[config.mk]
export PLATFORM = sky130hd
export DESIGN_NAME = pfs_supervisor
export DESIGN_NICKNAME = d
export VERILOG_FILES = /design/src/pfs_pkg.sv /design/src/pfs_supervisor.sv
export SDC_FILE = /design/constraint.sdc
export NUM_CORES = 1
export LEC_CHECK = 0
export BUFFER_PORTS_ARGS = -buffer_cell sky130_fd_sc_hd__buf_2
export CAP_MARGIN = 0
export CORE_ASPECT_RATIO = 0.8
export CORE_MARGIN = 2
export CORE_UTILIZATION = 64
export DETAILED_ROUTE_END_ITERATION = 16
export HOLD_SLACK_MARGIN = 0.12
export PLACE_DENSITY = 0.95
export SYNTH_ARGS = -nofsm -noshare
export SYNTH_HDL_FRONTEND = slang
export SYNTH_SLANG_ARGS = --single-unit
[constraint.sdc]
create_clock -name core_clk_i -period 14.8 [get_ports core_clk_i]
set_clock_uncertainty 0.05 [all_clocks]
set_input_delay 2.96 -clock core_clk_i [delete_from_list [all_inputs] [get_ports core_clk_i]]
set_output_delay 2.96 -clock core_clk_i [all_outputs]
set_load 0.02 [all_outputs]
[src/pfs_pkg.sv]
// package of constants and types for the power fault supervisor
package pfs_pkg;
   localparam int TEL_W = 12;
   localparam int ADDR_W = 4;
   localparam logic [3:0] REG_CTRL = 4'h0;
   localparam logic [3:0] REG_OT_FAULT = 4'h1;
   localparam logic [3:0] REG_OT_WARN = 4'h2;
   localparam logic [3:0] REG_INPUT_OVERVOLT_FAULT = 4'h3;
   localparam logic [3:0] REG_INPUT_OVERVOLT_WARNING = 4'h4;
   localparam logic [3:0] REG_VIN_ON = 4'h5;
   localparam logic [3:0] REG_INPUT_UNDERVOLT_FAULT = 4'h6;
   localparam logic [3:0] REG_INPUT_UNDERVOLT_WARNING = 4'h7;
   localparam logic [3:0] REG_STATUS = 4'h8;
   localparam logic [3:0] REG_MASK = 4'h9;
   localparam logic [3:0] REG_STATE = 4'ha;
   localparam logic [3:0] REG_TEMP_A = 4'hb;
   localparam logic [3:0] REG_TEMP_B = 4'hc;
   localparam logic [3:0] REG_VIN = 4'hd;
   // status bit positions
   localparam int ST_OTF_A = 0;
   localparam int ST_OTF_B = 1;
   localparam int ST_OTW_A = 2;
   localparam int ST_OTW_B = 3;
   localparam int ST_SF_A = 4;
   localparam int ST_SF_B = 5;
   localparam int ST_NR_A = 6;
   localparam int ST_NR_B = 7;
   localparam int ST_OVF = 8;
   localparam int ST_OVW = 9;
   localparam int ST_UVF = 10;
   localparam int ST_UVW = 11;
   localparam int ST_W = 12;
   // ctrl fields: [1:0] channel enables, [2] ot resp ignore, [3] stage resp ignore,
   // [4] ov resp ignore
   localparam int CT_OT_IGN = 2;
   localparam int CT_SF_IGN = 3;
   localparam int CT_OV_IGN = 4;
   localparam int CT_W = 5;
   // reset limits in telemetry codes (degC for temp, 10 mV units for vin)
   localparam logic [11:0] RST_OT_FAULT = 12'h07d;
   localparam logic [11:0] RST_OT_WARN = 12'h069;
   localparam logic [11:0] RST_INPUT_OVERVOLT_FAULT = 12'h76c;
   localparam logic [11:0] RST_INPUT_OVERVOLT_WARNING = 12'h708;
   localparam logic [11:0] RST_VIN_ON = 12'h1a9;
   localparam logic [11:0] RST_INPUT_UNDERVOLT_FAULT = 12'h190;
   localparam logic [11:0] RST_INPUT_UNDERVOLT_WARNING = 12'h190;
   localparam logic [11:0] RST_MASK = 12'h000;
   typedef enum logic [1:0] {
      PFS_CH_OFF = 2'b01,
      PFS_CH_RUN = 2'b10
   } pfs_ch_t;
endpackage

[src/pfs_supervisor.sv]
// protection supervisor: limits, status, alert and pwm tristate per channel
// Behaviour
// [RQ1] digitize per-channel temperature sense input
// [RQ2] over-temperature fault above fault limit
// [RQ3] over-temperature warning above warning limit
// [RQ4] warning sets status, alert unless masked
// [RQ5] fault tristates rail unless response ignore
// [RQ6] stage fault when line above threshold
// [RQ7] stage fault tristates channel, sets status
// [RQ8] not-ready while line low, blocks start
// [RQ9] no status at initial power-on not-ready
// [RQ10] start immediately when line released, enabled
// [RQ11] not-ready tristates, flags, always hysteretic
// [RQ12] input overvoltage fault above limit
// [RQ13] input overvoltage warning above limit
// [RQ14] overvoltage fault tristates both channels
// [RQ15] ignore enable below turn-on threshold
// [RQ16] mask undervoltage until turn-on first exceeded
// [RQ17] undervoltage fault stops conversion
// [RQ18] undervoltage warning below warning limit
// [RQ19] undervoltage fault clears above turn-on
// [RQ20] undervoltage armed only while channel enabled
// [RQ21] toggling both enables clears undervoltage fault
// [RQ22] host enables after input passes turn-on
// [RQ23] status sticky until cleared; alert follows
`timescale 1ns/1ps
module pfs_supervisor
   import pfs_pkg::*;
(
   input wire logic core_clk_i,
   input wire logic reset_i,
   input wire logic [ADDR_W-1:0] avs_address_i,
   input wire logic avs_read_i,
   input wire logic avs_write_i,
   input wire logic [31:0] avs_writedata_i,
   output logic [31:0] avs_readdata_o,
   output logic avs_waitrequest_o,
   input wire logic [TEL_W-1:0] temp_sense_a_i,
   input wire logic [TEL_W-1:0] temp_sense_b_i,
   input wire logic stage_fault_a_i,
   input wire logic stage_fault_b_i,
   input wire logic stage_low_a_i,
   input wire logic stage_low_b_i,
   input wire logic [TEL_W-1:0] vin_code_i,
   output logic [1:0] pwm_tristate_o,
   output logic [1:0] converting_o,
   output logic alert_o
);
   // pins are synchronised by two stages before use
   typedef struct packed {
      logic [1:0][TEL_W-1:0] t1, t2;
      logic [1:0] sf1, sf2, lo1, lo2;
      logic [TEL_W-1:0] v1, v2;
      logic [CT_W-1:0] ctrl;
      logic [TEL_W-1:0] ot_fault, ot_warn, ovf, ovw, von, uvf, uvw;
      logic [ST_W-1:0] status, mask;
      pfs_ch_t [1:0] ch;
      logic [1:0] tri_st;
      logic von_seen;
      logic uv_act;
      logic [1:0] en_q;
      logic [1:0] ever_run;
      logic ack;
      logic [31:0] rdata;
   } pfs_state_t;

   pfs_state_t s, next_s;

   function automatic logic [31:0] pfs_rd(input pfs_state_t q, input logic [3:0] a);
      logic [31:0] r;
      r = '0;
      unique case (a)
         REG_CTRL: r[CT_W-1:0] = q.ctrl;
         REG_OT_FAULT: r[TEL_W-1:0] = q.ot_fault;
         REG_OT_WARN: r[TEL_W-1:0] = q.ot_warn;
         REG_INPUT_OVERVOLT_FAULT: r[TEL_W-1:0] = q.ovf;
         REG_INPUT_OVERVOLT_WARNING: r[TEL_W-1:0] = q.ovw;
         REG_VIN_ON: r[TEL_W-1:0] = q.von;
         REG_INPUT_UNDERVOLT_FAULT: r[TEL_W-1:0] = q.uvf;
         REG_INPUT_UNDERVOLT_WARNING: r[TEL_W-1:0] = q.uvw;
         REG_STATUS: r[ST_W-1:0] = q.status;
         REG_MASK: r[ST_W-1:0] = q.mask;
         REG_STATE: r[3:0] = {q.tri_st, q.ch[1] == PFS_CH_RUN, q.ch[0] == PFS_CH_RUN};
         REG_TEMP_A: r[TEL_W-1:0] = q.t2[0];
         REG_TEMP_B: r[TEL_W-1:0] = q.t2[1];
         REG_VIN: r[TEL_W-1:0] = q.v2;
         default: r = '0;
      endcase
      return r;
   endfunction

   logic [ST_W-1:0] ev;
   logic [1:0] kill;
   logic wr, rd;

   always_comb begin
      next_s = s;
      ev = '0;
      kill = '0;
      // a write commits only at the edge where waitrequest is already low
      wr = avs_write_i && s.ack;
      rd = avs_read_i && !s.ack;
      next_s.t1 = {temp_sense_b_i, temp_sense_a_i};
      next_s.t2 = s.t1; // [RQ1]
      next_s.sf1 = {stage_fault_b_i, stage_fault_a_i};
      next_s.sf2 = s.sf1;
      next_s.lo1 = {stage_low_b_i, stage_low_a_i};
      next_s.lo2 = s.lo1;
      next_s.v1 = vin_code_i;
      next_s.v2 = s.v1;
      next_s.en_q = s.ctrl[1:0];
      for (int c = 0; c < 2; c++) begin
         if (s.t2[c] > s.ot_fault) begin // [RQ2]
            ev[ST_OTF_A + c] = 1'b1;
            if (!s.ctrl[CT_OT_IGN]) kill[c] = 1'b1; // [RQ5]
         end
         if (s.t2[c] > s.ot_warn) ev[ST_OTW_A + c] = 1'b1; // [RQ3] [RQ4]
         if (s.sf2[c]) begin // [RQ6]
            ev[ST_SF_A + c] = 1'b1;
            if (!s.ctrl[CT_SF_IGN]) kill[c] = 1'b1; // [RQ7]
         end
         // not-ready flags only once the channel has run; blocks start regardless
         if (s.lo2[c] && s.ever_run[c]) ev[ST_NR_A + c] = 1'b1; // [RQ9] [RQ11]
         if (s.lo2[c]) kill[c] = 1'b1; // [RQ8] [RQ11]
      end
      if (s.v2 > s.ovf) begin // [RQ12]
         ev[ST_OVF] = 1'b1;
         if (!s.ctrl[CT_OV_IGN]) kill = 2'b11; // [RQ14]
      end
      if (s.v2 > s.ovw) ev[ST_OVW] = 1'b1; // [RQ13]
      if (s.v2 > s.von) next_s.von_seen = 1'b1; // [RQ16]
      if (s.von_seen && s.v2 < s.uvw) ev[ST_UVW] = 1'b1; // [RQ18]
      if (s.von_seen && (s.ctrl[1:0] != 2'b00) && s.v2 < s.uvf) begin // [RQ17] [RQ20]
         ev[ST_UVF] = 1'b1;
         next_s.uv_act = 1'b1;
      end else if (s.uv_act && s.v2 > s.von) begin
         next_s.uv_act = 1'b0; // [RQ19]
      end
      // both enables toggled together above the fault limit clears it
      if (s.uv_act && s.en_q == 2'b00 && s.ctrl[1:0] == 2'b11 && s.v2 > s.uvf)
         next_s.uv_act = 1'b0; // [RQ21]
      for (int c = 0; c < 2; c++) begin
         unique case (s.ch[c])
            PFS_CH_OFF: begin
               next_s.tri_st[c] = 1'b1;
               // enable honoured only above turn-on and with no blocking fault
               if (s.ctrl[c] && !kill[c] && !s.uv_act && !ev[ST_UVF] &&
                  s.v2 > s.von) begin // [RQ15] [RQ10]
                  next_s.ch[c] = PFS_CH_RUN;
                  next_s.tri_st[c] = 1'b0;
                  next_s.ever_run[c] = 1'b1;
               end
            end
            PFS_CH_RUN: begin
               // a later drop below turn-on alone does not stop conversion
               if (!s.ctrl[c] || kill[c] || (ev[ST_UVF])) begin // [RQ17]
                  next_s.ch[c] = PFS_CH_OFF;
                  next_s.tri_st[c] = 1'b1;
               end
            end
         endcase
      end
      next_s.status = s.status | ev; // [RQ23]
      next_s.ack = (avs_read_i || avs_write_i) && !s.ack;
      if (rd) next_s.rdata = pfs_rd(s, avs_address_i);
      if (wr) begin
         unique case (avs_address_i)
            REG_CTRL: next_s.ctrl = avs_writedata_i[CT_W-1:0];
            REG_OT_FAULT: next_s.ot_fault = avs_writedata_i[TEL_W-1:0];
            REG_OT_WARN: next_s.ot_warn = avs_writedata_i[TEL_W-1:0];
            REG_INPUT_OVERVOLT_FAULT: next_s.ovf = avs_writedata_i[TEL_W-1:0];
            REG_INPUT_OVERVOLT_WARNING: next_s.ovw = avs_writedata_i[TEL_W-1:0];
            REG_VIN_ON: next_s.von = avs_writedata_i[TEL_W-1:0];
            REG_INPUT_UNDERVOLT_FAULT: next_s.uvf = avs_writedata_i[TEL_W-1:0];
            REG_INPUT_UNDERVOLT_WARNING: next_s.uvw = avs_writedata_i[TEL_W-1:0];
            // write one to clear; a new event in the same cycle wins
            REG_STATUS: next_s.status = (s.status & ~avs_writedata_i[ST_W-1:0]) | ev; // [RQ23]
            REG_MASK: next_s.mask = avs_writedata_i[ST_W-1:0];
            default: ;
         endcase
      end
   end

   always_ff @(posedge core_clk_i or posedge reset_i) begin
      if (reset_i) begin
         s <= '0;
         s.ot_fault <= RST_OT_FAULT;
         s.ot_warn <= RST_OT_WARN;
         s.ovf <= RST_INPUT_OVERVOLT_FAULT;
         s.ovw <= RST_INPUT_OVERVOLT_WARNING;
         s.von <= RST_VIN_ON;
         s.uvf <= RST_INPUT_UNDERVOLT_FAULT;
         s.uvw <= RST_INPUT_UNDERVOLT_WARNING;
         s.mask <= RST_MASK;
         s.ch <= {PFS_CH_OFF, PFS_CH_OFF};
         s.tri_st <= 2'b11;
      end else begin
         s <= next_s;
      end
   end

   assign avs_waitrequest_o = (avs_read_i || avs_write_i) && !s.ack;
   assign avs_readdata_o = s.rdata;
   assign pwm_tristate_o = s.tri_st;
   assign converting_o = {s.ch[1] == PFS_CH_RUN, s.ch[0] == PFS_CH_RUN};
   assign alert_o = |(s.status & ~s.mask); // [RQ4] [RQ23]

   // telemetry path
   chk_temp_sync: assert property ( // [RQ1]
      @(posedge core_clk_i) disable iff (reset_i)
      1'b1 |=> s.t2 == $past(s.t1))
      else $error("temperature telemetry not taken from sync stage");

   // over-temperature
   chk_otf_flag_a: assert property ( // [RQ2]
      @(posedge core_clk_i) disable iff (reset_i)
      (s.t2[0] > s.ot_fault) |=> s.status[ST_OTF_A])
      else $error("ot fault a not flagged");

   chk_otf_flag_b: assert property ( // [RQ2]
      @(posedge core_clk_i) disable iff (reset_i)
      (s.t2[1] > s.ot_fault) |=> s.status[ST_OTF_B])
      else $error("ot fault b not flagged");

   chk_otw_flag_a: assert property ( // [RQ3]
      @(posedge core_clk_i) disable iff (reset_i)
      (s.t2[0] > s.ot_warn) |=> s.status[ST_OTW_A])
      else $error("ot warning a not flagged");

   chk_otw_status: assert property ( // [RQ3]
      @(posedge core_clk_i) disable iff (reset_i)
      (s.t2[1] > s.ot_warn) |=> s.status[ST_OTW_B])
      else $error("ot warning b not flagged");

   chk_otw_alert: assert property ( // [RQ4]
      @(posedge core_clk_i) disable iff (reset_i)
      (s.status[ST_OTW_A] && !s.mask[ST_OTW_A]) |-> alert_o)
      else $error("unmasked ot warning without alert");

   chk_otf_tristate: assert property ( // [RQ5]
      @(posedge core_clk_i) disable iff (reset_i)
      (s.t2[0] > s.ot_fault && !s.ctrl[CT_OT_IGN]) |=> s.tri_st[0])
      else $error("ot fault did not tristate channel a");

   chk_otf_tristate_b: assert property ( // [RQ5]
      @(posedge core_clk_i) disable iff (reset_i)
      (s.t2[1] > s.ot_fault && !s.ctrl[CT_OT_IGN]) |=> s.tri_st[1])
      else $error("ot fault did not tristate channel b");

   // power-stage fault and not-ready
   chk_sf_flag_a: assert property ( // [RQ6]
      @(posedge core_clk_i) disable iff (reset_i)
      s.sf2[0] |=> s.status[ST_SF_A])
      else $error("stage fault a not flagged");

   chk_sf_flag_b: assert property ( // [RQ6]
      @(posedge core_clk_i) disable iff (reset_i)
      s.sf2[1] |=> s.status[ST_SF_B])
      else $error("stage fault b not flagged");

   chk_sf_off_a: assert property ( // [RQ7]
      @(posedge core_clk_i) disable iff (reset_i)
      (s.sf2[0] && !s.ctrl[CT_SF_IGN]) |=> s.tri_st[0])
      else $error("stage fault did not tristate channel a");

   chk_sf_off_b: assert property ( // [RQ7]
      @(posedge core_clk_i) disable iff (reset_i)
      (s.sf2[1] && !s.ctrl[CT_SF_IGN]) |=> s.tri_st[1])
      else $error("stage fault did not tristate channel b");

   chk_not_ready_block: assert property ( // [RQ8]
      @(posedge core_clk_i) disable iff (reset_i)
      s.lo2[0] |=> s.ch[0] == PFS_CH_OFF)
      else $error("channel a started while stage not ready");

   chk_not_ready_b: assert property ( // [RQ8]
      @(posedge core_clk_i) disable iff (reset_i)
      s.lo2[1] |=> s.ch[1] == PFS_CH_OFF)
      else $error("channel b started while stage not ready");

   chk_silent_power_on: assert property ( // [RQ9]
      @(posedge core_clk_i) disable iff (reset_i)
      (s.lo2[0] && !s.ever_run[0]) |-> !ev[ST_NR_A])
      else $error("not-ready flagged at initial power-on");

   chk_release_start: assert property ( // [RQ10]
      @(posedge core_clk_i) disable iff (reset_i)
      (s.ch[0] == PFS_CH_OFF && s.ctrl[0] && !kill[0] && !s.uv_act && !ev[ST_UVF] &&
      s.v2 > s.von) |=> s.ch[0] == PFS_CH_RUN)
      else $error("start delayed after release");

   chk_nr_flag_b: assert property ( // [RQ11]
      @(posedge core_clk_i) disable iff (reset_i)
      (s.lo2[1] && s.ever_run[1]) |=> s.status[ST_NR_B] && s.tri_st[1])
      else $error("not-ready b not flagged or not tristated");

   // input overvoltage
   chk_ovf_flag: assert property ( // [RQ12]
      @(posedge core_clk_i) disable iff (reset_i)
      (s.v2 > s.ovf) |=> s.status[ST_OVF])
      else $error("input ov fault not flagged");

   chk_ovw_flag: assert property ( // [RQ13]
      @(posedge core_clk_i) disable iff (reset_i)
      (s.v2 > s.ovw) |=> s.status[ST_OVW])
      else $error("input ov warning not flagged");

   chk_ovf_both_off: assert property ( // [RQ14]
      @(posedge core_clk_i) disable iff (reset_i)
      (s.v2 > s.ovf && !s.ctrl[CT_OV_IGN]) |=> s.tri_st == 2'b11)
      else $error("ov fault did not tristate both channels");

   // turn-on gating and undervoltage
   chk_vin_on_gate: assert property ( // [RQ15]
      @(posedge core_clk_i) disable iff (reset_i)
      (s.ch[1] == PFS_CH_OFF && s.v2 <= s.von) |=> s.ch[1] == PFS_CH_OFF)
      else $error("enable honoured below turn-on");

   chk_run_holds: assert property ( // [RQ15]
      @(posedge core_clk_i) disable iff (reset_i)
      (s.ch[0] == PFS_CH_RUN && s.ctrl[0] && !kill[0] && !ev[ST_UVF])
      |=> s.ch[0] == PFS_CH_RUN)
      else $error("conversion stopped without a cause");

   chk_uv_masked: assert property ( // [RQ16]
      @(posedge core_clk_i) disable iff (reset_i)
      !s.von_seen |-> !ev[ST_UVF] && !ev[ST_UVW])
      else $error("undervoltage flagged before turn-on seen");

   chk_uvf_stop: assert property ( // [RQ17]
      @(posedge core_clk_i) disable iff (reset_i)
      ev[ST_UVF] |=> s.ch[0] == PFS_CH_OFF && s.ch[1] == PFS_CH_OFF)
      else $error("undervoltage fault did not stop conversion");

   chk_uvw_flag: assert property ( // [RQ18]
      @(posedge core_clk_i) disable iff (reset_i)
      (s.von_seen && s.v2 < s.uvw) |=> s.status[ST_UVW])
      else $error("undervoltage warning not flagged");

   chk_uv_clear: assert property ( // [RQ19]
      @(posedge core_clk_i) disable iff (reset_i)
      (s.uv_act && !ev[ST_UVF] && s.v2 > s.von) |=> !s.uv_act)
      else $error("undervoltage fault not cleared above turn-on");

   chk_uv_armed: assert property ( // [RQ20]
      @(posedge core_clk_i) disable iff (reset_i)
      (s.ctrl[1:0] == 2'b00) |-> !ev[ST_UVF])
      else $error("undervoltage fault armed with both channels off");

   chk_uv_toggle: assert property ( // [RQ21]
      @(posedge core_clk_i) disable iff (reset_i)
      (s.uv_act && s.en_q == 2'b00 && s.ctrl[1:0] == 2'b11 && s.v2 > s.uvf)
      |=> !s.uv_act)
      else $error("joint enable toggle did not clear undervoltage");

   // status, alert and bus
   chk_alert_follows: assert property ( // [RQ23]
      @(posedge core_clk_i) disable iff (reset_i)
      (|(s.status & ~s.mask)) == alert_o)
      else $error("alert does not follow unmasked status");

   chk_sticky_status: assert property ( // [RQ23]
      @(posedge core_clk_i) disable iff (reset_i)
      (s.status[ST_SF_A] && !(wr && avs_address_i == REG_STATUS)) |=> s.status[ST_SF_A])
      else $error("status bit dropped without clear");

   chk_wait_first: assert property (
      @(posedge core_clk_i) disable iff (reset_i)
      ((avs_read_i || avs_write_i) && !s.ack) |-> avs_waitrequest_o)
      else $error("request answered without a wait state");

   cov_ot_fault: cover property (@(posedge core_clk_i) s.status[ST_OTF_A]);

   cov_uv_fault: cover property (@(posedge core_clk_i) s.uv_act);

   cov_run: cover property (@(posedge core_clk_i) converting_o == 2'b11);

   cov_not_ready: cover property (@(posedge core_clk_i) s.status[ST_NR_A]);

   cov_masked_fault: cover property (@(posedge core_clk_i) s.status[ST_OVF] && !alert_o);
endmodule

==> summary.md, run 1 <==
| Metric | Value |
|---|---|
| Core area | `17500 sq um` |
| Relative slew margins | `between 15 and 20%` |
| Fin. Hold Viols | `0` |
| CP max stage delay | `approximately 0.19 ns` |
| Number of filler instances in the final layout | `roughly 1.2k` |
| Number of antenna violations at the first check in global routing | `2` |
| GR Overflow Total | `0` |
| Sink count of the clock tree | `about 220` |
| Post-CTS Hold Buffers | `0` |
| Post-route DRC | `0` |
| Peak supply drop | `around 0.00011 V` |
| Beginning of the critical path | `avs_write_i` |
| Vias in the first global route | `approximately 9k` |
| Leakage power summed over all cells | `between 5 and 6 nW` |
| Proportion of register bits with asynchronous set or reset after synthesis | `100%` |
| Count of vias placed by the detailed router | `9141` |
| Die Area | `between 15000 and 20000 sq um` |
| Worst hold-check slack | `0.291 ns` |
| Yosys synthesis warning count | `0` |
| Post-synthesis sequential area ratio | `a little under half` |
| Portion of the clock cycle consumed by the worst path in the final layout | `between 40% and 50%` |
| Actual transition at the worst max-transition pin | `between 1 and 1.5 ns` |
| Commonest cells in the synthesized netlist | `182 x sky130_fd_sc_hd__dfrtp_1, 109 x sky130_fd_sc_hd__nand2_1, 107 x sky130_fd_sc_hd__ha_1, 104 x sky130_fd_sc_hd__inv_1, 82 x sky130_fd_sc_hd__o21ai_0` |
| Detailed-route vias per instance | `6.57` |
| Routed wl met3 | `between 3000 and 4000 microns` |
| Depth of the critical timing path with buffers and inverters included | `4` |
| Post-DP HPWL | `between 20000 and 25000 microns` |
| Required time at the worst-slack endpoint | `about 12 ns` |
| Total global-route track usage | `a little over a third` |
| Post-synthesis instance area | `11600 sq um` |
| Synthesized area divided by synthesized cell count | `between 10 and 15 sq um` |
| Die extent in y | `~120 microns` |
| Drt wl/cell | `~24 microns` |
| Number of slew-limit violations in the final report | `0` |
| Number of nets in the final layout | `~1.3k` |
| Highest Clock Rate | `~160 MHz` |
| Crit Reg-Reg Startpoint | `s[119]$_DFFE_PP1P_` |
| Critical path capture point | `avs_waitrequest_o` |
| DRT met1 WL | `between 10000 and 15000 microns` |
| Maximum buffer depth of the clock tree | `3` |
| Rows | `43` |
| Post_cts resized | `0` |
| Cells along the critical path | `buf_2 > nor2_1 > nor2_1 > buf_2` |
| Cell depth of the worst flop-to-flop path | `9` |
| Highest Signal Layer | `met5` |
| DRT antenna net count | `0` |
| Maximum number of pins on one net before global-route repair | `between 150 and 200` |
| Initial core utilization | `between 60% and 70%` |
| Cell accounting for the most synthesized area | `sky130_fd_sc_hd__dfrtp_1` |
| Gpl congestion | `0.992` |
| CP max-delay cell | `sky130_fd_sc_hd__buf_2` |
| Number of top-level pins | `roughly 120` |
| Number of post-CTS setup repair buffers | `0` |
| First drt pass iteration count | `6` |
| Min Tclk post-route | `6.43 ns` |
| Ys flop type | `sky130_fd_sc_hd__dfrtp_1` |
| Reg-to-reg slack, setup | `~12 ns` |
| Cell with the most instances after synthesis | `sky130_fd_sc_hd__dfrtp_1` |
| Setup Total Neg Slack | `0 ns` |
| Path type of the worst setup path | `primary input to output port` |
| Hold Path Stages | `0` |
| Largest fanout of any net on the critical path | `3` |
| Outcome | `complete, no violations` |
| Number of clock buffers inserted by TritonCTS | `22` |
| Post-Layout Inst Area | `around 13000 sq um` |
| Proportion of netlist area held by the largest area contributor | `around two fifths` |
| Post-synth EDFFs | `0` |
| Class of the worst hold path | `register to register` |
| Arr. time, crit path | `between 3 and 4 ns` |
| Critical path buffers and inverters | `2` |
| Horizontal die dimension | `around 150 microns` |
| Post-synthesis cell type count | `64` |
| FF-to-FF End | `s[43]$_DFFE_PP1P_` |
| Clock latency on the worst-skew pair | `roughly 0.52 ns` |
| Synthesized flop and latch total | `~220` |
| Area growth from synthesis to layout | `8.74%` |
| Delay-heaviest family, CP | `buffers and inverters` |
| Clock transition at the registers of the reported paths | `roughly 0.06 ns` |
| WL met2 | `14300 microns` |
| Unrepaired setup endpoints after global routing | `no` |
| Number of setup violations in the final report | `0` |
| Diode insertion count for antenna repair | `0` |
| Power per standard cell area | `145 nW/um^2` |
| Maximum capacitance violations | `0` |
| Mapped Cells | `between 1k and 1.5k` |
| Wire length of the first global-routing pass | `a little over 50000 microns` |
| Clock tree from TritonCTS | `yes` |
| Largest cells by area after synthesis | `sky130_fd_sc_hd__dfrtp_1 39%, sky130_fd_sc_hd__ha_1 12%, sky130_fd_sc_hd__dfstp_2 8.2%, sky130_fd_sc_hd__mux2_2 5.8%, sky130_fd_sc_hd__o21ai_0 3.5%` |
| Library cell used as clock root buffer | `sky130_fd_sc_hd__clkbuf_16` |
| Tot Pwr | `around 1.8 mW` |
| Endpoint kind of the worst setup timing path | `output port` |
| Post-place instance area | `11900 sq um` |
| 1st-iter DRT viols | `between 1k and 1.5k` |
| CP Launch Type | `primary input` |
| Layout cells sized above 1 | `between 20% and 30%` |
| Number of levels the H-tree was split into | `1` |
| Buffers added on ports | `between 70 and 80` |
| Total routed wirelength | `33400 microns` |
==> worst min path at each step <==
stage                             endpoint  slack (ns)             startpoint
after floorplan           s[158]$_DFF_PP0_        0.28  next_s[158]$_DFF_PP0_
after global placement    s[186]$_DFF_PP0_        0.28  next_s[186]$_DFF_PP0_
after CTS                 s[193]$_DFF_PP0_        0.30  next_s[193]$_DFF_PP0_
after detailed placement  s[160]$_DFF_PP0_        0.28  next_s[160]$_DFF_PP0_
final                     s[193]$_DFF_PP0_        0.29  next_s[193]$_DFF_PP0_
after global routing      s[187]$_DFF_PP0_        0.30  next_s[187]$_DFF_PP0_
==> sequential cells by signal (all words and copies together), names as in the netlist <==
register / flops
next_s: 42
pwm_tristate_o: 2
avs_readdata_o: 12
s: 162
==> power by group <==
group          switching, mW  internal [mW]
registers             0.0902          0.713
logic                  0.273          0.184
clock network          0.236          0.327
==> per-stage QoR <==
| step | std cells | worst slack, ns | utilization [%] |
|---|---|---|---|
| 6_report | 1391 | 8.37 | 71.8 |
| 5_1_grt | 1391 | 8.29 | 71.8 |
| 4_1_cts | 1391 | 8.36 | 71.8 |
| 3_5_place_dp | 1351 | 8.37 | 67.7 |
| 3_3_place_gp | 1351 | 8.40 | 67.7 |
| 2_1_floorplan | 1123 | 5.89 | - |
==> cells in the final DEF, fill, tap and decap left out, types with 23 or more instances in the layout <==
cell type                   count
sky130_fd_sc_hd__dfrtp_1      182
sky130_fd_sc_hd__clkbuf_16     23
sky130_fd_sc_hd__a21o_1        29
sky130_fd_sc_hd__o21ai_0       82
sky130_fd_sc_hd__a22oi_1       23
sky130_fd_sc_hd__nand2_1      109
sky130_fd_sc_hd__a21oi_1       46
sky130_fd_sc_hd__ha_1         107
sky130_fd_sc_hd__dfstp_2       36
sky130_fd_sc_hd__buf_2         77
sky130_fd_sc_hd__nor2_1        29
sky130_fd_sc_hd__mux2_2        60
sky130_fd_sc_hd__inv_1        103
==> kinds of logic (layout without fill, tap and decap cells) <==
group | Yosys count | in the layout | share of synthesized area (%)
muxes | 68 | 68 | 6.63
and+or+nand+nor | 241 | 241 | 10.1
adders and majority gates | 107 | 107 | 11.6
other | 1 | 20 | 0.0324
AOI/OAI and AO/OA | 281 | 281 | 16.2
buffers and inverters | 188 | 231 | 7.96
DFF | 218 | 218 | 47.5
==> layout make-up <==
| type | instances | area [sq um] | area share (%) |
|---|---|---|---|
| clock inverter | 7 | 63.8 | 0.507 |
| timing repair buffer | 86 | 453 | 3.60 |
| sequential | 218 | 5500 | 43.7 |
| clock buffer | 33 | 663 | 5.27 |
| tap | 225 | 282 | 2.24 |
| multi-input combinational | 717 | 5230 | 41.5 |
| inverter | 105 | 402 | 3.19 |
==> metal layers <==
layer	GRT usage [%]	vias up
li1	-	3957
met5	0	-
met3	9.50	156
met1	49.8	4403
met4	13.0	4
met2	52.1	621
No activity file was read; power rests on OpenSTA's default activity.
==> inputs of run 2 (changes only) <==
- CORE_UTILIZATION: 64 -> 54
- PLACE_DENSITY: 0.95 -> 0.88
- clock period: 14.8 -> 5.8 ns (I/O delays scaled with it)
==> summary.md, run 2 (synthesized netlist as in run 1, its figures left out) <==
| Metric | Value |
|---|---|
| Arr. time, crit path | `3.78 ns (was 3.42 ns)` |
| Unrepaired setup endpoints after global routing | `no (unchanged)` |
| Commonest non-fill, non-tap cells in the layout | `182 x sky130_fd_sc_hd__dfrtp_1, 109 x sky130_fd_sc_hd__nand2_1, 107 x sky130_fd_sc_hd__ha_1 (unchanged)` |
| Number of top-level pins | `118 (unchanged)` |
| Leakage power summed over all cells | `6.03 nW (was 5.98 nW)` |
| Layout cells sized above 1 | `20.3% (was 20.1%)` |
| Wire length of the first global-routing pass | `51300 microns (was 51500 microns)` |
| Clock share of power | `34.1% (was 30.9%)` |
| Register containing the most flip-flops in the final layout | `s (unchanged)` |
| Power share of the sequential group | `42.1% (was 44.0%)` |
| Path type of the worst setup path | `primary input to register (was primary input to output port)` |
| Class of the worst hold path | `register to register (unchanged)` |
| Total routed wirelength | `33800 microns (was 33400 microns)` |
| 1st-iter DRT viols | `1110 (was 1211)` |
| Number of nets in the final layout | `1339 (was 1337)` |
| Maximum capacitance violations | `0 (unchanged)` |
| Most common cell after layout, fill and taps aside | `sky130_fd_sc_hd__dfrtp_1 (unchanged)` |
| CP Launch Type | `primary input (unchanged)` |
| Endpoint kind of the worst setup timing path | `register (was output port)` |
| Number of clock buffers inserted by TritonCTS | `23 (was 22)` |
| Largest register FFs | `162 (unchanged)` |
| Library cell used as clock root buffer | `sky130_fd_sc_hd__clkbuf_16 (unchanged)` |
| Relative slew margins | `23.0% (was 18.2%)` |
| Portion of the clock cycle consumed by the worst path in the final layout | `58.3%` |
| Post-route DRC | `0 (unchanged)` |
| Maximum number of pins on one net before global-route repair | `183 (was 154)` |
| Peak supply drop | `0.000270 V (was 0.000115 V)` |
| Fraction of power spent switching nets | `31.7% (was 32.8%)` |
| Actual transition at the worst max-transition pin | `1.15 ns (was 1.22 ns)` |
| Fin. Hold Viols | `0 (unchanged)` |
| Clock transition at the registers of the reported paths | `0.06 ns (about the same)` |
| Core area | `20900 sq um (was 17500 sq um)` |
| Horizontal die dimension | `168 microns (was 154 microns)` |
| Total global-route track usage | `30.3% (was 35.1%)` |
| Worst hold-check slack | `0.294 ns (was 0.291 ns)` |
| Drt wl/cell | `23.5 microns (was 24.0 microns)` |
| DRT antenna net count | `0 (unchanged)` |
| Post-DP HPWL | `25000 microns (was 24400 microns)` |
| Area growth from synthesis to layout | `10.5% (was 8.74%)` |
| Post_cts resized | `0 (unchanged)` |
| Rows | `47 (was 43)` |
| Initial core utilization | `55.5% (was 66.0%)` |
| Maximum buffer depth of the clock tree | `3 (unchanged)` |
| Buffers added on ports | `77 (unchanged)` |
| Min Tclk post-route | `between 3 and 4 ns` |
| GR Overflow Total | `0 (unchanged)` |
| Outcome | `complete, no violations (unchanged)` |
| Die Area | `22600 sq um (was 19200 sq um)` |
| Relative contribution of combinational cells to total power | `23.8% (was 25.1%)` |
| Net switching power of the design | `1.55 mW (was 0.599 mW)` |
| Diode insertion count for antenna repair | `0 (unchanged)` |
| Power per standard cell area | `381 nW/um^2 (was 145 nW/um^2)` |
| Die extent in y | `135 microns (was 124 microns)` |
| First drt pass iteration count | `7 (was 6)` |
| Number of levels the H-tree was split into | `1 (unchanged)` |
| Setup Total Neg Slack | `0 ns (unchanged)` |
| Cells along the critical path | `buf_2 > nand2b_2 > nor3_1 > a222oi_1 > o211ai_1 > o21ai_1 > nand2_1 (was buf_2 > nor2_1 > nor2_1 > buf_2)` |
| CP max-delay cell | `sky130_fd_sc_hd__nor3_1 (was sky130_fd_sc_hd__buf_2)` |
| Gpl congestion | `1.01 (was 0.992)` |
| Clock latency on the worst-skew pair | `0.52 ns (about the same)` |
| Sink count of the clock tree | `218 (unchanged)` |
| Internal power consumption | `3.33 mW (was 1.22 mW)` |
| Detailed-route vias per instance | `6.21 (was 6.57)` |
| Number of placed cells counting well taps | `1396 (was 1351)` |
| Required time at the worst-slack endpoint | `6.20 ns (was 11.79 ns)` |
| Number of antenna violations at the first check in global routing | `0 (was 2)` |
| Number of setup violations in the final report | `0 (unchanged)` |
| Number of standard cells in the layout, taps in and fillers out | `1437 (was 1391)` |
| Number of post-CTS setup repair buffers | `0 (unchanged)` |
| Vias in the first global route | `8683 (was 8966)` |
| Clock tree from TritonCTS | `yes (unchanged)` |
| Count of vias placed by the detailed router | `8924 (was 9141)` |
| Largest fanout of any net on the critical path | `39 (was 3)` |
| Post-CTS Hold Buffers | `0 (unchanged)` |
| CP max stage delay | `0.87 ns (was 0.19 ns)` |
| Highest Clock Rate | `roughly 300 MHz` |
| Number of slew-limit violations in the final report | `0 (unchanged)` |
run 2: cell count changes in the layout (fill, tap and decap cells not counted), sizes merged:
cell,previous run,this run
clkinv,6,4
buf,86,87
clkinvlp,0,2
inv,105,104
bufinv,1,6
clkbuf,33,30
run 2: power groups by stage:
| stage | sequential (mW) | clock, mW | combinational [mW] |
|---|---|---|---|
| after floorplan | 1.95 | 0 | 0.871 |
| after global placement | 2.05 | 0 | 1.06 |
| after CTS | 2.04 | 1.68 | 1.14 |
| after detailed placement | 2.06 | 0 | 1.13 |
| final | 2.05 | 1.66 | 1.16 |
| after global routing | 2.06 | 1.74 | 1.28 |
run 2: per-layer routing:
metal  share of wire [%]  GRT usage, %  up-vias
li1                    -             -     3968
met1                  43          43.7     4377
met2                  43          44.5      504
met3                  11          8.21       75
met4                 3.1          9.71        0
met5                   0             0        -
run 2: final timing paths:
| path | start | to | slack (ns) | cells after the start |
|---|---|---|---|---|
| max | avs_address_i[2] | avs_readdata_o[6]$_DFFE_PP0P_ | 2.42 | 7 |
| min | next_s[213]$_DFF_PP0_ | s[213]$_DFF_PP0_ | 0.29 | 0 |
| max reg2reg | s[165]$_DFF_PP0_ | pwm_tristate_o[0]$_DFFE_PP1P_ | 3.09 | 8 |
| min reg2reg | next_s[213]$_DFF_PP0_ | s[213]$_DFF_PP0_ | 0.29 | 0 |
| max in group asynchronous | reset_i | avs_readdata_o[10]$_DFFE_PP0P_ | 4.05 | 3 |
| min in group asynchronous | reset_i | s[112]$_DFFE_PP0P_ | 0.74 | 3 |
run 2: layout make-up:
class	instances	area, sq um
clock inverters	11	223
multi-input cells	717	5240
clock buffers	30	632
inverters	105	398
fillers	1696	8080
well taps	269	337
repair buffers	87	473
flip-flops and latches	218	5500
run 2: stage by stage:
stage	utilization [%]	setup WS [ns]	power (mW)	area [sq um]
2_1_floorplan	-	1.78	2.82	11700
3_3_place_gp	57.2	2.08	3.11	11900
3_5_place_dp	57.2	2.10	3.19	11900
4_1_cts	61.3	2.63	4.86	12800
5_1_grt	61.3	2.40	5.09	12800
6_report	61.3	2.42	4.87	12800
run 2: worst max-delay path, delay by kind of cell:
family,cells,cell delay (ns)
buffers and inverters,1,0.60
and+or+nand+nor,3,1.33
AOI/OAI and AO/OA,3,0.66
